### config.mk
export PLATFORM = sky130hd
export DESIGN_NAME = mhf_filter_mgmt
export DESIGN_NICKNAME = d
export VERILOG_FILES = /design/src/hw/mhf_pkg.sv /design/src/hw/mhf_filter_mgmt.sv /design/src/hw/mhf_dest_hash.sv /design/src/hw/mhf_mdio_engine.sv
export SDC_FILE = /design/constraint.sdc
export NUM_CORES = 1
export LEC_CHECK = 0
export BUFFER_PORTS_ARGS = -buffer_cell sky130_fd_sc_hd__buf_4
export CORE_MARGIN = 4
export CORE_UTILIZATION = 45
export CTS_CLUSTER_SIZE = 25
export DETAILED_ROUTE_END_ITERATION = 6
export GPL_ROUTABILITY_DRIVEN = 0
export SYNTH_ARGS = -nofsm -noshare
export SYNTH_HDL_FRONTEND = slang
export SYNTH_SLANG_ARGS = --single-unit
### constraint.sdc
create_clock -name ref_clk -period 11 [get_ports ref_clk]
set_input_delay 1.1 -clock ref_clk [delete_from_list [all_inputs] [get_ports ref_clk]]
set_output_delay 1.1 -clock ref_clk [all_outputs]
set_load 0.02 [all_outputs]
### src/hw/mhf_pkg.sv
// Purpose: Shared constants for the group hash filter and PHY management slice.
// Assumes: One 50 MHz clock; register indices map to byte address index times four.
// Notes: Index 0xa holds the filter control register.
package mhf_pkg;
  // Register indices and their byte addresses.
  localparam logic [3:0] IDX_HASH_HIGH = 4'h4;
  localparam logic [3:0] IDX_HASH_LOW = 4'h5;
  localparam logic [3:0] IDX_PHY_ACC = 4'h6;
  localparam logic [3:0] IDX_PHY_DATA = 4'h7;
  localparam logic [3:0] IDX_FILT_CTRL = 4'ha;
  localparam logic [7:0] ADDR_HASH_HIGH = {2'h0, IDX_HASH_HIGH, 2'h0};
  localparam logic [7:0] ADDR_HASH_LOW = {2'h0, IDX_HASH_LOW, 2'h0};
  localparam logic [7:0] ADDR_PHY_ACC = {2'h0, IDX_PHY_ACC, 2'h0};
  localparam logic [7:0] ADDR_PHY_DATA = {2'h0, IDX_PHY_DATA, 2'h0};
  localparam logic [7:0] ADDR_FILT_CTRL = {2'h0, IDX_FILT_CTRL, 2'h0};
  // Field positions.
  localparam int ACC_PHY_ADDR_LSB = 11;
  localparam int ACC_REG_IDX_LSB = 6;
  localparam int ACC_WRITE_BIT = 1;
  localparam int ACC_BUSY_BIT = 0;
  localparam int CTRL_PASS_ALL_BIT = 0;
  localparam int GROUP_ADDR_BIT = 40;
  // Reset values.
  localparam logic [31:0] HASH_RST = 32'h0000_0000;
  localparam logic [15:0] PHY_DATA_RST = 16'h0000;
  localparam logic [4:0] PHY_FIELD_RST = 5'h00;
  localparam logic CTRL_PASS_ALL_RST = 1'b0;
  // Management frame timing and layout.
  localparam int CLK_NS = 20;
  localparam int MDC_HALF_NS = 200;
  localparam int MDC_HALF_CYC = (MDC_HALF_NS + CLK_NS - 1) / CLK_NS;
  localparam logic [5:0] FRAME_LAST_BIT = 6'h3f;
  localparam logic [5:0] FRAME_TA_BIT = 6'h2e;
  localparam logic [5:0] FRAME_DATA_BIT = 6'h30;
  localparam logic [31:0] MDIO_PREAMBLE = 32'hffff_ffff;
  localparam logic [1:0] MDIO_START = 2'h1;
  localparam logic [1:0] MDIO_OP_WRITE = 2'h1;
  localparam logic [1:0] MDIO_OP_READ = 2'h2;
  localparam logic [1:0] MDIO_TA_WRITE = 2'h2;
  // Reflected CRC-32 polynomial, bits enter least significant first.
  localparam logic [31:0] CRC_POLY_REFL = 32'hedb8_8320;
  localparam logic [31:0] CRC_INIT = 32'hffff_ffff;

  typedef enum {MDIO_IDLE, MDIO_RUN} mhf_mdio_state_t;
endpackage : mhf_pkg

### src/hw/mhf_filter_mgmt.sv
// Purpose: Group address hash filter and indirect PHY management registers.
// Assumes: Plain register port with read data one cycle after the strobe.
// Notes: Writes to the access or data register while busy are dropped.
//
// Local design decision: the strobed register port.
`timescale 1ns/1ps
module mhf_filter_mgmt
  import mhf_pkg::*;
#(
  parameter int HALF_CYC = MDC_HALF_CYC
) (
  input wire logic ref_clk, // System clock, 50 MHz.
  input wire logic reset_n, // Synchronous reset, active low.
  input wire logic [7:0] reg_addr, // Register byte address.
  input wire logic [31:0] reg_wdata, // Register write data.
  input wire logic reg_wr, // Write strobe.
  input wire logic reg_rd, // Read strobe.
  output logic [31:0] reg_rdata, // Read data, one cycle after reg_rd.
  input wire logic rx_dest_valid, // Destination address present, one cycle.
  input wire logic [47:0] rx_dest_addr, // Destination address, first byte in 47:40.
  output logic filter_valid, // Verdict strobe.
  output logic filter_group, // Address was a group address.
  output logic filter_accept, // Group frame accepted.
  output logic mdc, // Management clock to the PHY.
  input wire logic mdio_in, // MDIO pin level.
  output logic mdio_out, // MDIO drive value.
  output logic mdio_oe // MDIO drive enable.
);
  logic [31:0] hash_high_q, hash_high_d, hash_low_q, hash_low_d;
  logic [4:0] phy_addr_q, phy_addr_d, reg_idx_q, reg_idx_d;
  logic write_sel_q, write_sel_d, busy_q, busy_d;
  logic [15:0] data_q, data_d;
  logic pass_all_q, pass_all_d;
  logic start_q, start_d, done_dly_q, done_dly_d;
  logic [31:0] rdata_d;
  logic valid_d, group_d, accept_d;
  logic sync1_q, sync2_q, sync3_q, mdio_lvl_q, mdio_lvl_d;
  logic [5:0] hash_index;
  logic hash_bit;
  logic eng_done;
  logic [15:0] eng_rdata;
  logic wr_acc, wr_data;

  assign wr_acc = reg_wr && reg_addr == ADDR_PHY_ACC;
  assign wr_data = reg_wr && reg_addr == ADDR_PHY_DATA;

  // Only the agreed level of the second and third stages moves the filtered input.
  always_comb begin
    mdio_lvl_d = (sync2_q == sync3_q) ? sync3_q : mdio_lvl_q;
  end

  // Three-stage synchroniser for the pin.
  always_ff @(posedge ref_clk) begin
    if (!reset_n) begin
      sync1_q <= 1'b1;
      sync2_q <= 1'b1;
      sync3_q <= 1'b1;
      mdio_lvl_q <= 1'b1;
    end else begin
      sync1_q <= mdio_in;
      sync2_q <= sync1_q;
      sync3_q <= sync2_q;
      mdio_lvl_q <= mdio_lvl_d;
    end
  end

  // Register writes, start and completion of a management access.
  always_comb begin
    hash_high_d = hash_high_q;
    hash_low_d = hash_low_q;
    phy_addr_d = phy_addr_q;
    reg_idx_d = reg_idx_q;
    write_sel_d = write_sel_q;
    busy_d = busy_q;
    data_d = data_q;
    pass_all_d = pass_all_q;
    start_d = 1'b0;
    done_dly_d = eng_done;
    if (reg_wr && reg_addr == ADDR_HASH_HIGH) begin
      hash_high_d = reg_wdata;
    end
    if (reg_wr && reg_addr == ADDR_HASH_LOW) begin
      hash_low_d = reg_wdata;
    end
    if (reg_wr && reg_addr == ADDR_FILT_CTRL) begin
      pass_all_d = reg_wdata[CTRL_PASS_ALL_BIT];
    end
    // Writes during an access are dropped, so a careless driver cannot corrupt it.
    if (wr_acc && !busy_q) begin
      phy_addr_d = reg_wdata[ACC_PHY_ADDR_LSB +: 5];
      reg_idx_d = reg_wdata[ACC_REG_IDX_LSB +: 5];
      write_sel_d = reg_wdata[ACC_WRITE_BIT];
      busy_d = reg_wdata[ACC_BUSY_BIT];
      start_d = reg_wdata[ACC_BUSY_BIT];
    end
    if (wr_data && !busy_q) begin
      data_d = reg_wdata[15:0];
    end
    // Read data lands on the done cycle, busy falls one cycle later.
    if (eng_done && !write_sel_q) begin
      data_d = eng_rdata;
    end
    if (done_dly_q) begin
      busy_d = 1'b0;
    end
  end

  // Register state.
  always_ff @(posedge ref_clk) begin
    if (!reset_n) begin
      hash_high_q <= HASH_RST;
      hash_low_q <= HASH_RST;
      phy_addr_q <= PHY_FIELD_RST;
      reg_idx_q <= PHY_FIELD_RST;
      write_sel_q <= 1'b0;
      busy_q <= 1'b0;
      data_q <= PHY_DATA_RST;
      pass_all_q <= CTRL_PASS_ALL_RST;
      start_q <= 1'b0;
      done_dly_q <= 1'b0;
    end else begin
      hash_high_q <= hash_high_d;
      hash_low_q <= hash_low_d;
      phy_addr_q <= phy_addr_d;
      reg_idx_q <= reg_idx_d;
      write_sel_q <= write_sel_d;
      busy_q <= busy_d;
      data_q <= data_d;
      pass_all_q <= pass_all_d;
      start_q <= start_d;
      done_dly_q <= done_dly_d;
    end
  end

  // Read path; unmapped addresses and reserved bits read as zero.
  always_comb begin
    rdata_d = 32'h0000_0000;
    if (reg_rd) begin
      case (reg_addr)
        ADDR_HASH_HIGH: rdata_d = hash_high_q;
        ADDR_HASH_LOW: rdata_d = hash_low_q;
        ADDR_PHY_ACC: begin
          rdata_d[ACC_PHY_ADDR_LSB +: 5] = phy_addr_q;
          rdata_d[ACC_REG_IDX_LSB +: 5] = reg_idx_q;
          rdata_d[ACC_WRITE_BIT] = write_sel_q;
          rdata_d[ACC_BUSY_BIT] = busy_q;
        end
        ADDR_PHY_DATA: rdata_d[15:0] = data_q;
        ADDR_FILT_CTRL: rdata_d[CTRL_PASS_ALL_BIT] = pass_all_q;
        default: rdata_d = 32'h0000_0000;
      endcase
    end
  end

  // Read data stands for one cycle only, so a stale word never looks like a fresh answer.
  always_ff @(posedge ref_clk) begin
    if (!reset_n) begin
      reg_rdata <= 32'h0000_0000;
    end else begin
      reg_rdata <= rdata_d;
    end
  end

  mhf_dest_hash u_hash (
    .dest_addr(rx_dest_addr),
    .hash_index(hash_index)
  );

  // Index bit 5 picks the register, bits 4:0 the bit within it.
  assign hash_bit = hash_index[5] ? hash_high_q[hash_index[4:0]]
                                  : hash_low_q[hash_index[4:0]];

  // Verdict, one cycle after the address. Individual addresses are not judged here.
  always_comb begin
    valid_d = rx_dest_valid;
    group_d = rx_dest_valid && rx_dest_addr[GROUP_ADDR_BIT];
    accept_d = group_d && (pass_all_q || hash_bit);
  end

  // Verdict registers, so the receive path sees clean flip-flop outputs.
  always_ff @(posedge ref_clk) begin
    if (!reset_n) begin
      filter_valid <= 1'b0;
      filter_group <= 1'b0;
      filter_accept <= 1'b0;
    end else begin
      filter_valid <= valid_d;
      filter_group <= group_d;
      filter_accept <= accept_d;
    end
  end

  mhf_mdio_engine #(
    .HALF_CYC(HALF_CYC)
  ) u_mdio (
    .ref_clk(ref_clk),
    .reset_n(reset_n),
    .start(start_q),
    .write_sel(write_sel_q),
    .phy_addr(phy_addr_q),
    .reg_idx(reg_idx_q),
    .wdata(data_q),
    .mdio_lvl(mdio_lvl_q),
    .done(eng_done),
    .rdata(eng_rdata),
    .mdc(mdc),
    .mdio_out(mdio_out),
    .mdio_oe(mdio_oe)
  );

  property p_index_zero;
    @(posedge ref_clk) disable iff (!reset_n)
    rx_dest_valid && rx_dest_addr[GROUP_ADDR_BIT] && !pass_all_q && hash_index == 6'h00
    |=> filter_accept == $past(hash_low_q[0]);
  endproperty
  a_index_zero: assert property (p_index_zero) else $error("Index 0 not low bit 0");

  property p_index_max;
    @(posedge ref_clk) disable iff (!reset_n)
    rx_dest_valid && rx_dest_addr[GROUP_ADDR_BIT] && !pass_all_q && hash_index == 6'h3f
    |=> filter_accept == $past(hash_high_q[31]);
  endproperty
  a_index_max: assert property (p_index_max) else $error("Index 63 not high bit 31");

  property p_pass_all;
    @(posedge ref_clk) disable iff (!reset_n)
    rx_dest_valid && rx_dest_addr[GROUP_ADDR_BIT] && pass_all_q |=> filter_valid && filter_accept;
  endproperty
  a_pass_all: assert property (p_pass_all) else $error("Pass-all frame rejected");

  property p_hash_readback;
    @(posedge ref_clk) disable iff (!reset_n)
    reg_wr && reg_addr == ADDR_HASH_HIGH ##1 reg_rd && reg_addr == ADDR_HASH_HIGH
    |=> reg_rdata == $past(reg_wdata, 2);
  endproperty
  a_hash_readback: assert property (p_hash_readback) else $error("Hash high readback wrong");

  property p_busy_start;
    @(posedge ref_clk) disable iff (!reset_n)
    wr_acc && !busy_q && reg_wdata[ACC_BUSY_BIT] |=> busy_q && start_q;
  endproperty
  a_busy_start: assert property (p_busy_start) else $error("Access did not start");

  property p_read_before_clear;
    @(posedge ref_clk) disable iff (!reset_n)
    eng_done && !write_sel_q |=> busy_q && data_q == $past(eng_rdata) ##1 !busy_q;
  endproperty
  a_read_before_clear: assert property (p_read_before_clear)
    else $error("Busy cleared early");

  property p_data_upper_zero;
    @(posedge ref_clk) disable iff (!reset_n)
    reg_rd && reg_addr == ADDR_PHY_DATA |=> reg_rdata[31:16] == 16'h0000;
  endproperty
  a_data_upper_zero: assert property (p_data_upper_zero)
    else $error("Reserved data bits set");

  property p_low_write;
    @(posedge ref_clk) disable iff (!reset_n)
    reg_wr && reg_addr == ADDR_HASH_LOW |=> hash_low_q == $past(reg_wdata);
  endproperty
  a_low_write: assert property (p_low_write)
    else $error("Hash low write lost");

  property p_rdata_idle;
    @(posedge ref_clk) disable iff (!reset_n)
    !reg_rd |=> reg_rdata == 32'h0000_0000;
  endproperty
  a_rdata_idle: assert property (p_rdata_idle)
    else $error("Read data left standing");

  property p_group_flag;
    @(posedge ref_clk) disable iff (!reset_n)
    rx_dest_valid |=> filter_valid && filter_group == $past(rx_dest_addr[GROUP_ADDR_BIT]);
  endproperty
  a_group_flag: assert property (p_group_flag)
    else $error("Group flag wrong");

  property p_individual_reject;
    @(posedge ref_clk) disable iff (!reset_n)
    rx_dest_valid && !rx_dest_addr[GROUP_ADDR_BIT] |=> !filter_accept;
  endproperty
  a_individual_reject: assert property (p_individual_reject)
    else $error("Individual frame accepted");

  property p_write_clear;
    @(posedge ref_clk) disable iff (!reset_n)
    eng_done && write_sel_q |=> busy_q ##1 !busy_q;
  endproperty
  a_write_clear: assert property (p_write_clear)
    else $error("Busy not cleared after write");

  property p_start_frame;
    @(posedge ref_clk) disable iff (!reset_n)
    start_q |=> mdio_oe && mdio_out && !mdc;
  endproperty
  a_start_frame: assert property (p_start_frame)
    else $error("Frame did not start");
endmodule : mhf_filter_mgmt

### src/hw/mhf_dest_hash.sv
// Purpose: Six-bit group hash index from a destination address.
// Assumes: Address bits 47:40 are the first byte on the wire.
// Notes: Purely combinational; the caller registers the verdict.
`timescale 1ns/1ps
module mhf_dest_hash
  import mhf_pkg::*;
(
  input wire logic [47:0] dest_addr, // Destination address, first byte in 47:40.
  output logic [5:0] hash_index // Upper six bits of the CRC.
);
  // Bytes go out first-byte-first, each byte least significant bit first.
  always_comb begin
    logic [31:0] crc;
    logic fb;
    crc = CRC_INIT;
    fb = 1'b0;
    for (int b = 0; b < 6; b++) begin
      for (int i = 0; i < 8; i++) begin
        fb = crc[0] ^ dest_addr[47 - 8 * b - 7 + i];
        crc = {1'b0, crc[31:1]} ^ (fb ? CRC_POLY_REFL : 32'h0000_0000);
      end
    end
    // The reflected register holds the top CRC bits at its low end.
    for (int k = 0; k < 6; k++) begin
      hash_index[5 - k] = crc[k];
    end
  end
endmodule : mhf_dest_hash

### src/hw/mhf_mdio_engine.sv
// Purpose: Serial management frame generator for PHY register access.
// Assumes: start arrives only while idle; mdio_lvl is already synchronised.
// Notes: Data changes after MDC falls and is sampled as MDC rises.
`timescale 1ns/1ps
module mhf_mdio_engine
  import mhf_pkg::*;
#(
  parameter int HALF_CYC = MDC_HALF_CYC
) (
  input wire logic ref_clk, // System clock.
  input wire logic reset_n, // Synchronous reset, active low.
  input wire logic start, // One-cycle request to run a frame.
  input wire logic write_sel, // High for a PHY write.
  input wire logic [4:0] phy_addr, // Target PHY address.
  input wire logic [4:0] reg_idx, // Target PHY register.
  input wire logic [15:0] wdata, // Write data.
  input wire logic mdio_lvl, // Filtered MDIO input level.
  output logic done, // One-cycle pulse when the frame ends.
  output logic [15:0] rdata, // Read data, valid with done.
  output logic mdc, // Management clock.
  output logic mdio_out, // MDIO output value.
  output logic mdio_oe // MDIO output enable.
);
  localparam int CW = $clog2(HALF_CYC + 1);
  localparam logic [CW-1:0] HALF_LAST = CW'(HALF_CYC - 1);

  mhf_mdio_state_t state_q, state_d;
  logic [CW-1:0] cnt_q, cnt_d;
  logic [5:0] bit_q, bit_d, nxt;
  logic [63:0] frame_q, frame_d;
  logic wr_q, wr_d, mdc_d, out_d, oe_d, done_d;
  logic [15:0] rdata_d;

  assign nxt = bit_q + 6'h01;

  // Frame sequencer: one bit per MDC period, 64 bits per frame.
  always_comb begin
    state_d = state_q;
    cnt_d = cnt_q;
    bit_d = bit_q;
    frame_d = frame_q;
    wr_d = wr_q;
    mdc_d = mdc;
    out_d = mdio_out;
    oe_d = mdio_oe;
    done_d = 1'b0;
    rdata_d = rdata;
    case (state_q)
      MDIO_IDLE: begin
        if (start) begin
          frame_d = {MDIO_PREAMBLE, MDIO_START, write_sel ? MDIO_OP_WRITE : MDIO_OP_READ,
                     phy_addr, reg_idx, write_sel ? MDIO_TA_WRITE : 2'h0,
                     write_sel ? wdata : 16'h0000};
          wr_d = write_sel;
          bit_d = 6'h00;
          cnt_d = '0;
          mdc_d = 1'b0;
          out_d = 1'b1;
          oe_d = 1'b1;
          state_d = MDIO_RUN;
        end
      end
      MDIO_RUN: begin
        if (cnt_q == HALF_LAST) begin
          cnt_d = '0;
          if (!mdc) begin
            mdc_d = 1'b1;
            if (!wr_q && bit_q >= FRAME_DATA_BIT) begin
              rdata_d = {rdata[14:0], mdio_lvl};
            end
          end else begin
            mdc_d = 1'b0;
            if (bit_q == FRAME_LAST_BIT) begin
              oe_d = 1'b0;
              out_d = 1'b0;
              done_d = 1'b1;
              state_d = MDIO_IDLE;
            end else begin
              bit_d = nxt;
              out_d = frame_q[~nxt];
              oe_d = wr_q || (nxt < FRAME_TA_BIT);
            end
          end
        end else begin
          cnt_d = cnt_q + CW'(1);
        end
      end
      default: state_d = MDIO_IDLE;
    endcase
  end

  // Sequencer registers.
  always_ff @(posedge ref_clk) begin
    if (!reset_n) begin
      state_q <= MDIO_IDLE;
      cnt_q <= '0;
      bit_q <= 6'h00;
      frame_q <= 64'h0;
      wr_q <= 1'b0;
      mdc <= 1'b0;
      mdio_out <= 1'b0;
      mdio_oe <= 1'b0;
      done <= 1'b0;
      rdata <= 16'h0000;
    end else begin
      state_q <= state_d;
      cnt_q <= cnt_d;
      bit_q <= bit_d;
      frame_q <= frame_d;
      wr_q <= wr_d;
      mdc <= mdc_d;
      mdio_out <= out_d;
      mdio_oe <= oe_d;
      done <= done_d;
      rdata <= rdata_d;
    end
  end

  property p_phy_addr_loaded;
    @(posedge ref_clk) disable iff (!reset_n)
    state_q == MDIO_IDLE && start
    |=> frame_q[27:23] == $past(phy_addr) && frame_q[22:18] == $past(reg_idx);
  endproperty
  a_phy_addr_loaded: assert property (p_phy_addr_loaded)
    else $error("PHY fields not loaded");

  property p_read_release;
    @(posedge ref_clk) disable iff (!reset_n)
    state_q == MDIO_RUN && !wr_q && bit_q >= FRAME_TA_BIT |-> !mdio_oe;
  endproperty
  a_read_release: assert property (p_read_release) else $error("MDIO driven during read");
endmodule : mhf_mdio_engine

==> impl_metrics.env, run 1 <==
export IMPL_min_period_over_period_pct=49.0
export IMPL_crit_family="XOR/XNOR gates"
export IMPL_synth_top_area_share_pct=34.9
export IMPL_cpMaxStageDelayCell="xnor3_2"
export IMPL_grt_pass1_vias=7816
export IMPL_portBuffers=130
export IMPL_post_cts_setup_buffer_count=0
export IMPL_tns_ns=0
export IMPL_ys_top_cells_by_area="dfxtp_1 35%, xnor3_1 9.1%, nand2_1 7.2%"
export IMPL_syn_inst=1117
export IMPL_cts_root_buffer="clkbuf_16"
export IMPL_final_setup_viol_count=0
export IMPL_worst_slew_pin_slew_ns=1.21
export IMPL_ys_seq_area_share_pct=34.9
export IMPL_dieWidth_um=165
export IMPL_hp_start="done_dly_q"
export IMPL_critPathMaxFanout=29
export IMPL_synth_distinct_cells=61
export IMPL_holdCritPathClass="flip-flop to flip-flop"
export IMPL_multiInputGateArea_um2=6870
export IMPL_critPathBufInv=1
export IMPL_synth_nets=1214
export IMPL_cts_made_buffers=17
export IMPL_num_vias=8193
export IMPL_final_max_slew_viol_count=0
export IMPL_post_drt_wl_per_cell_um=18.9
export IMPL_cp_required_ns=11.33
export IMPL_ctsResizeCount=0
export IMPL_yosysWarnings=0
export IMPL_clock_fmax_mhz=186
export IMPL_grt_first_pass_wirelength_um=44600
export IMPL_r2r_setup_slack_ns=8.20
export IMPL_cts_htree_levels=4
export IMPL_via_per_inst=5.35
export IMPL_cts_buffer_depth=2
export IMPL_min_to="busy_q"
export IMPL_min_path_cells=1
export IMPL_core_um2=24300
export IMPL_regArea_um2=3880
export IMPL_cts_tree="built"
export IMPL_yosysMostFrequentCell="nand2_1"
export IMPL_area_growth_pct=14.8
export IMPL_cp_end_kind="flip-flop"
export IMPL_startpoint_type="input port"
export IMPL_wl_um=28900
export IMPL_synth_top_area_cell="dfxtp_1"
export IMPL_drt_iter0_markers=648
export IMPL_reg2reg_depth=9
export IMPL_num_fill_cells=2236
export IMPL_firstDrtPassIters=5
export IMPL_antenna_found_initial=0
export IMPL_path_cells="buf_4 > xnor3_1 > xor2_1 > xnor3_1 > xnor2_1 > xnor3_1 > xnor2_1 > xnor3_2 > mux2i_1 > a22oi_1 > a2111oi_0 > a311oi_1 > and4_1"
export IMPL_grt_overflow_total=0
export IMPL_finalHoldViolCount=0
export IMPL_drtAntennaViolNets=0
export IMPL_synth_area_um2=11100
export IMPL_r2r_start="u_mdio.bit_q[0]"
export IMPL_grt_max_degree=75
export IMPL_path_class="input port to flip-flop"
export IMPL_fp_row_count=57
export IMPL_die_area_um2=27300
export IMPL_status="complete, no violations"
export IMPL_ios=132
export IMPL_start_util_pct=45.8
export IMPL_clk_latency_ns=0.44
export IMPL_die_y_um=165
export IMPL_clkSlewWorstSetupHoldPaths_ns=0.07
export IMPL_hpwl_um=20600
export IMPL_drive_gt1_share_pct=17.9
export IMPL_reg2reg_to="u_mdio.mdio_out"
export IMPL_crit_top_cell="xnor3_1"
export IMPL_drc=0
export IMPL_synthFlopType="dfxtp_1"
export IMPL_synthTopCellsByCount="213 x nand2_1, 194 x dfxtp_1, 88 x a21boi_0, 77 x xnor2_1, 64 x mux2i_1"
export IMPL_cp_arrival_ns=5.72
export IMPL_cp_slowest_stage_delay_ns=1.00
export IMPL_async_flop_share_pct=0
export IMPL_grt_use_total_pct=21.1
export IMPL_rsz0062_at_grt="no"
export IMPL_synth_seq_cells=194
export IMPL_cts_sinks=194
export IMPL_cts_hold_buf=0
export IMPL_synth_edff_count=0
export IMPL_skew_ns=0.0116
export IMPL_drv_cap=0
export IMPL_slew_headroom_pct=19.1
export IMPL_period_minus_slack_ns=5.39
export IMPL_fin_nets=1290
export IMPL_syn_avg_cell_area_um2=9.97
export IMPL_diodes=0
worst register-to-register path: cells and delay by family (launching register included):
family          cells  cell delay (ns)
compound gates      5             0.72
mux                 1             0.39
simple gates        1             0.06
xor+xnor            1             0.32
fa+ha+maj           1             0.41
flops               1             0.80
placed cells by master (no fill, tap or decap), types with 3 or more instances in the layout:
cell / synthesis / final
a22o_1: 16 / 16
mux2i_1: 64 / 64
xnor2_1: 77 / 77
o211a_1: 16 / 16
xnor2_4: 3 / 3
xor3_1: 10 / 10
a31oi_1: 10 / 10
clkbuf_16: 0 / 17
nand3_1: 13 / 13
dfxtp_1: 194 / 194
clkinvlp_4: 0 / 3
o21ai_0: 16 / 16
xnor3_2: 7 / 7
and3_1: 4 / 4
ha_1: 3 / 3
a21oi_1: 8 / 8
clkinv_4: 0 / 3
a21boi_0: 88 / 88
and2_1: 18 / 18
inv_6: 0 / 3
mux2_2: 15 / 15
mux4_2: 8 / 8
nand2b_1: 4 / 4
buf_4: 6 / 138
a222oi_1: 11 / 11
xor2_1: 34 / 34
inv_1: 4 / 4
nand2_1: 213 / 213
nor2b_1: 24 / 23
o211ai_1: 3 / 3
xnor2_2: 10 / 10
nor2_1: 53 / 53
a22oi_1: 28 / 28
xnor3_1: 45 / 45
nor3b_1: 4 / 4
layer usage:
layer,up-vias,global-route usage [%],routed length [um]
met3,17,3.62,1450
met4,0,3.64,234
met5,-,0,0
met1,3975,30.7,13800
li1,4002,-,-
met2,199,33.5,13400
flip-flops by register name (all words and copies together) (netlist names), 4 cells and up:
register / flops
u_mdio.cnt_q: 4
hash_high_q: 32
phy_addr_q: 5
data_q: 16
u_mdio.bit_q: 6
reg_rdata: 32
u_mdio.rdata: 16
reg_idx_q: 5
u_mdio.frame_q: 29
hash_low_q: 32
cell type report:
type	instances	area share (%)
multi-input cells	838	53.7
flip-flops and latches	194	30.4
repair buffers	138	8.10
clock buffers	19	3.38
well taps	324	3.17
clock inverters	13	1.18
inverters	4	0.117
cells by family after synthesis:
family | Yosys count | synth area share, %
AOI/OAI and AO/OA | 211 | 14.5
xor gates and xnor gates | 189 | 24.3
adders and majority gates | 3 | 0.337
buffers and inverters | 85 | 3.49
DFF | 194 | 34.9
muxes | 87 | 8.88
and+or+nand+nor | 348 | 13.6
stage by stage:
stage | worst slack, ns | util, % | cell area (um^2) | instances | hold slack [ns]
floorplan | 6.15 | - | 11100 | 1117 | 0.373
global placement | 5.28 | 50.2 | 12200 | 1498 | 0.398
detailed placement | 5.21 | 50.2 | 12200 | 1498 | 0.385
CTS | 5.66 | 52.6 | 12800 | 1530 | 0.407
global route | 5.46 | 52.6 | 12800 | 1530 | 0.421
finish | 5.61 | 52.6 | 12800 | 1530 | 0.408
worst max path at each step:
stage                     startpoint            end  depth (start not counted)
floorplan           rx_dest_addr[45]  filter_accept                         14
finish              rx_dest_addr[43]  filter_accept                         13
global placement    rx_dest_addr[40]  filter_accept                         13
detailed placement  rx_dest_addr[43]  filter_accept                         13
global route        rx_dest_addr[43]  filter_accept                         13
CTS                 rx_dest_addr[43]  filter_accept                         13
Power of run 1 is not shown: default switching activity piles up to over one toggle a cycle in this logic, so the estimate is an artifact.
==> run 2, diff against run 1 <==
==> constraint.sdc (replaced) <==
create_clock -name ref_clk -period 5.6 [get_ports ref_clk]
set_input_delay 0.56 -clock ref_clk [delete_from_list [all_inputs] [get_ports ref_clk]]
set_output_delay 0.56 -clock ref_clk [all_outputs]
set_load 0.02 [all_outputs]
==> run 2 against run 1 <==
  * Global-route usage about the same
  * First-iteration DRC count decreased by 16%
  * Sequential cell count unchanged
  * Critical endpoint unchanged
  * Highest routed layer unchanged
==> impl_metrics.env, run 2 (synthesis results as in run 1) <==
export IMPL_status="complete, no violations"
export IMPL_regArea_um2=3880
export IMPL_cp_slowest_stage_delay_ns=0.54
export IMPL_fin_nets=1296
export IMPL_rsz0062_at_grt="no"
export IMPL_clkSlewWorstSetupHoldPaths_ns=0.08
export IMPL_period_minus_slack_ns=4.49
export IMPL_core_um2=24300
export IMPL_drtAntennaViolNets=0
export IMPL_num_fill_cells=2260
export IMPL_cts_htree_levels=4
export IMPL_clock_fmax_mhz=223
export IMPL_path_class="input port to flip-flop"
export IMPL_crit_family="XOR/XNOR gates"
export IMPL_r2r_setup_slack_ns=2.81
export IMPL_ctsResizeCount=0
export IMPL_cts_hold_buf=0
export IMPL_grt_first_pass_wirelength_um=44600
export IMPL_fp_row_count=57
export IMPL_via_per_inst=5.28
export IMPL_wl_um=28800
export IMPL_drv_cap=0
export IMPL_min_path_cells=2
export IMPL_antenna_found_initial=0
export IMPL_critPathBufInv=2
export IMPL_startpoint_type="input port"
export IMPL_dieWidth_um=165
export IMPL_cts_root_buffer="clkbuf_16"
export IMPL_cp_required_ns=5.93
export IMPL_drc=0
export IMPL_tns_ns=0
export IMPL_cts_buffer_depth=2
export IMPL_mostFrequentLayoutCells="213 x nand2_1, 194 x dfxtp_1, 144 x buf_4"
export IMPL_finalHoldViolCount=0
export IMPL_post_cts_setup_buffer_count=0
export IMPL_worst_slew_pin_slew_ns=1.12
export IMPL_drt_iter0_markers=542
export IMPL_min_period_over_period_pct=80.1
export IMPL_grtUsageMet1_pct=30.5
export IMPL_cts_tree="built"
export IMPL_cp_arrival_ns=4.82
export IMPL_final_setup_viol_count=0
export IMPL_firstDrtPassIters=5
export IMPL_ios=132
export IMPL_critPathMaxFanout=15
export IMPL_reg2reg_to="u_mdio.mdio_out"
export IMPL_cpMaxStageDelayCell="xnor3_2"
export IMPL_post_drt_wl_per_cell_um=18.8
export IMPL_slew_headroom_pct=25.6
export IMPL_grt_use_total_pct=21.1
export IMPL_crit_top_cell="xnor3_2"
export IMPL_cp_end_kind="flip-flop"
export IMPL_path_cells="buf_4 > xnor3_2 > xnor2_1 > xnor2_1 > xnor3_2 > xor2_1 > xnor3_1 > xnor3_2 > buf_4 > mux2i_1 > a22oi_1 > a21oi_1 > nor3_1 > and4_1"
export IMPL_met2_usage_pct=33.5
export IMPL_cp_depth=14
export IMPL_holdCritPathClass="input port to flip-flop"
export IMPL_hp_start="mdio_in"
export IMPL_multiInputGateArea_um2=6870
export IMPL_use_met3_pct=3.10
export IMPL_drive_gt1_share_pct=18.5
export IMPL_die_y_um=165
export IMPL_grt_busiest_layer="met2"
export IMPL_diodes=0
export IMPL_final_common_cell="nand2_1"
export IMPL_area_growth_pct=15.3
export IMPL_grt_max_degree=74
export IMPL_num_vias=8117
export IMPL_min_to="sync1_q"
export IMPL_portBuffers=130
export IMPL_grt_overflow_total=0
export IMPL_final_max_slew_viol_count=0
export IMPL_r2r_start="u_mdio.bit_q[0]"
export IMPL_die_area_um2=27300
export IMPL_reg_largest_list="hash_high_q: 32 flops, hash_low_q: 32 flops, reg_rdata: 32 flops"
export IMPL_whs_ns=0.327
export IMPL_grt_pass1_vias=7941
export IMPL_start_util_pct=45.8
export IMPL_cts_made_buffers=17
export IMPL_hpwl_um=21200
export IMPL_skew_ns=0.00873
export IMPL_clk_latency_ns=0.43
export IMPL_cts_sinks=194
export IMPL_reg2reg_depth=10
==> run 2: cell count changes in the layout (fill, tap and decap cells not counted), sizes merged <==
| cell | change |
|---|---|
| buf | +6 |
| inv | +5 |
| bufinv | -2 |
| clkbuf | -2 |
| clkinvlp | -2 |
| clkinv | +1 |
==> run 2: routing by layer <==
metal | wire, um | vias to the layer above
li1 | - | 4023
met4 | 407 | 0
met5 | 0 | -
met3 | 1200 | 30
met2 | 13200 | 181
met1 | 14000 | 3883
==> run 2: cell type report <==
class                   count  share of cell area, %
repair buffers            144                   8.42
clock inverters            15                   1.26
flip-flops and latches    194                   30.2
inverters                   4                  0.117
clock buffers              17                   3.31
multi-input cells         838                   53.5
well taps                 324                   3.16
==> run 2: worst register-to-register path, delay by kind of cell, from the launching register on <==
kind | cells | cell delay (ns)
DFF | 1 | 0.79
AOI/OAI and AO/OA | 5 | 0.67
adders and majority gates | 1 | 0.49
muxes | 1 | 0.38
and+or+nand+nor | 3 | 0.35
==> run 2: worst max path at each step <==
stage	start	end	slack [ns]
finish	rx_dest_addr[45]	filter_accept	1.11
global route	rx_dest_addr[44]	filter_accept	0.86
CTS	rx_dest_addr[45]	filter_accept	1.13
detailed placement	rx_dest_addr[44]	filter_accept	0.69
global placement	rx_dest_addr[45]	filter_accept	0.67
floorplan	rx_dest_addr[45]	filter_accept	1.29
==> run 2: per-stage QoR <==
stage | utilization [%] | std cells | setup WS, ns | instance area, um^2
final | 52.8 | 1536 | 1.11 | 12800
after global placement | 50.4 | 1504 | 0.667 | 12300
after global routing | 52.8 | 1536 | 0.864 | 12800
after floorplan | - | 1117 | 1.29 | 11100
after CTS | 52.8 | 1536 | 1.13 | 12800
after detailed placement | 50.4 | 1504 | 0.686 | 12300
Power of run 2 is left out for the same reason.
==> run 3, diff against run 2 <==
==> constraint.sdc (replaced) <==
create_clock -name ref_clk -period 4.35 [get_ports ref_clk]
set_input_delay 0.435 -clock ref_clk [delete_from_list [all_inputs] [get_ports ref_clk]]
set_output_delay 0.435 -clock ref_clk [all_outputs]
set_load 0.02 [all_outputs]
==> run 3 against run 2 <==
  * The flow now finishes with violations (DRC)
  * Register-to-register slack worse by 1.0 ns
  * Critical endpoint unchanged
  * Setup slack worse by 0.73 ns
  * Highest routed layer unchanged
  * Cell area up 4.2%
  * Wire length up 0.79%
  * First-iteration DRC count up 14%
  * Via count up 2.6%
  * Sequential cell count unchanged
  * Clock-buffer cell count up 3
==> impl_metrics.env, run 3 (synthesis results as in run 1) <==
export IMPL_area_growth_pct=20.1
export IMPL_rsz0062_at_grt="no"
export IMPL_whs_ns=0.194
export IMPL_r2r_start="u_mdio.bit_q[0]"
export IMPL_cp_arrival_ns=4.35
export IMPL_dieWidth_um=165
export IMPL_cts_hold_buf=0
export IMPL_antenna_found_initial=0
export IMPL_placed_area_um2=12800
export IMPL_skew_ns=0.0101
export IMPL_hp_start="mdio_in"
export IMPL_cts_htree_levels=4
export IMPL_violations="DRC"
export IMPL_reg_largest_list="hash_high_q: 32 flops, hash_low_q: 32 flops, reg_rdata: 32 flops"
export IMPL_grt_max_degree=60
export IMPL_num_vias=8325
export IMPL_cp_end_kind="flip-flop"
export IMPL_num_fill_cells=2204
export IMPL_portBuffers=130
export IMPL_finalHoldViolCount=0
export IMPL_drtAntennaViolNets=0
export IMPL_stdcell_area_um2=13400
export IMPL_slew_headroom_pct=27.3
export IMPL_fin_nets=1364
export IMPL_final_max_slew_viol_count=0
export IMPL_diodes=0
export IMPL_r2r_setup_slack_ns=1.81
export IMPL_via_per_inst=5.19
export IMPL_start_util_pct=45.8
export IMPL_grt_first_pass_wirelength_um=45900
export IMPL_cts_sinks=194
export IMPL_fp_row_count=57
export IMPL_drv_cap=0
export IMPL_grt_overflow_total=0
export IMPL_worst_slack_ns=0.380
export IMPL_drc=2
export IMPL_worst_slew_pin_slew_ns=1.09
export IMPL_status="complete, but fails checks"
export IMPL_ios=132
export IMPL_grt_pass1_vias=8094
export IMPL_reg2reg_depth=10
export IMPL_fin_util_pct=55.0
export IMPL_core_um2=24300
export IMPL_startpoint="rx_dest_addr[42]"
export IMPL_cp_depth=16
export IMPL_cp_slowest_stage_delay_ns=0.61
export IMPL_path_cells="buf_4 > xnor3_1 > xnor2_1 > buf_4 > xor3_1 > xnor3_1 > xnor3_1 > xnor2_1 > xnor3_2 > buf_12 > mux2i_1 > buf_4 > a22oi_1 > a21oi_1 > nor3_1 > and4_1"
export IMPL_cp_endpoint="filter_accept"
export IMPL_ctsResizeCount=0
export IMPL_critPathMaxFanout=13
export IMPL_cts_buffer_depth=2
export IMPL_hpwl_um=21500
export IMPL_cts_root_buffer="clkbuf_16"
export IMPL_dp_slack_ns=-0.0245
export IMPL_critPathBufInv=4
export IMPL_final_common_cell="nand2_1"
export IMPL_die_y_um=165
export IMPL_clk_latency_ns=0.43
export IMPL_die_area_um2=27300
export IMPL_path_class="input port to flip-flop"
export IMPL_holdCritPathClass="input port to flip-flop"
export IMPL_firstDrtPassIters=7
export IMPL_drive_gt1_share_pct=22.7
export IMPL_mostFrequentLayoutCells="213 x nand2_1, 210 x buf_4, 194 x dfxtp_1"
export IMPL_post_cts_setup_buffer_count=0
export IMPL_final_setup_viol_count=0
export IMPL_drt_iter0_markers=618
export IMPL_cpMaxStageDelayCell="xnor3_2"
export IMPL_startpoint_type="input port"
export IMPL_period_minus_slack_ns=3.97
export IMPL_clkSlewWorstSetupHoldPaths_ns=0.07
export IMPL_grt_use_total_pct=21.5
export IMPL_min_period_over_period_pct=91.3
export IMPL_crit_family="XOR/XNOR gates"
export IMPL_cts_tree="built"
export IMPL_reg2reg_to="u_mdio.mdio_out"
export IMPL_wl_um=29000
export IMPL_cp_required_ns=4.73
export IMPL_clock_fmax_mhz=252
export IMPL_post_drt_wl_per_cell_um=18.1
export IMPL_cts_made_buffers=17
==> run 3: cell count changes in the layout (fill, tap and decap cells not counted) <==
| cell | delta |
|---|---|
| clkinv_4 | +1 |
| clkinv_8 | -1 |
| bufinv_16 | +1 |
| clkbuf_1 | +2 |
| buf_12 | +2 |
| inv_6 | -1 |
| inv_8 | -3 |
| clkbuf_8 | +1 |
| buf_4 | +66 |
==> run 3: worst min path at each step <==
stage	to	slack, ns	depth (start not counted)
2_1_floorplan	busy_q	0.37	1
3_3_place_gp	busy_q	0.38	1
3_5_place_dp	busy_q	0.39	1
4_1_cts	sync1_q	0.18	2
5_1_grt	sync1_q	0.20	2
6_report	sync1_q	0.19	2
==> run 3: layer usage <==
metal | vias to the layer above | global-route usage, % | wire length (um)
met5 | - | 0 | 0
met4 | 0 | 4.54 | 291
met3 | 26 | 3.33 | 1190
met2 | 171 | 33.1 | 13300
met1 | 3961 | 32.1 | 14200
li1 | 4167 | - | -
==> run 3: final cells by class <==
class / count / area, um^2 / share of cell area, %
inverter: 4 / 15.0 / 0.112
clock buffer: 20 / 447 / 3.34
timing repair buffer: 212 / 1620 / 12.1
clock inverter: 12 / 141 / 1.06
multi-input combinational: 838 / 6870 / 51.4
sequential: 194 / 3880 / 29.0
tap: 324 / 405 / 3.03
==> run 3: worst register-to-register path: cells and delay by family, from the launching register on <==
kind            cells  cell delay (ns)
simple gates        1             0.06
xor+xnor            1             0.49
mux                 1             0.39
fa+ha+maj           1             0.30
flops               1             0.30
compound gates      5             0.70
buf+inv             1             0.20
==> run 3: per-stage QoR <==
step                      TNS (ns)  std cells
after CTS                        0       1604
after global placement     -0.0267       1572
after global routing             0       1604
after floorplan                  0       1117
final                            0       1604
after detailed placement   -0.0245       1572
Power of run 3 is left out for the same reason.
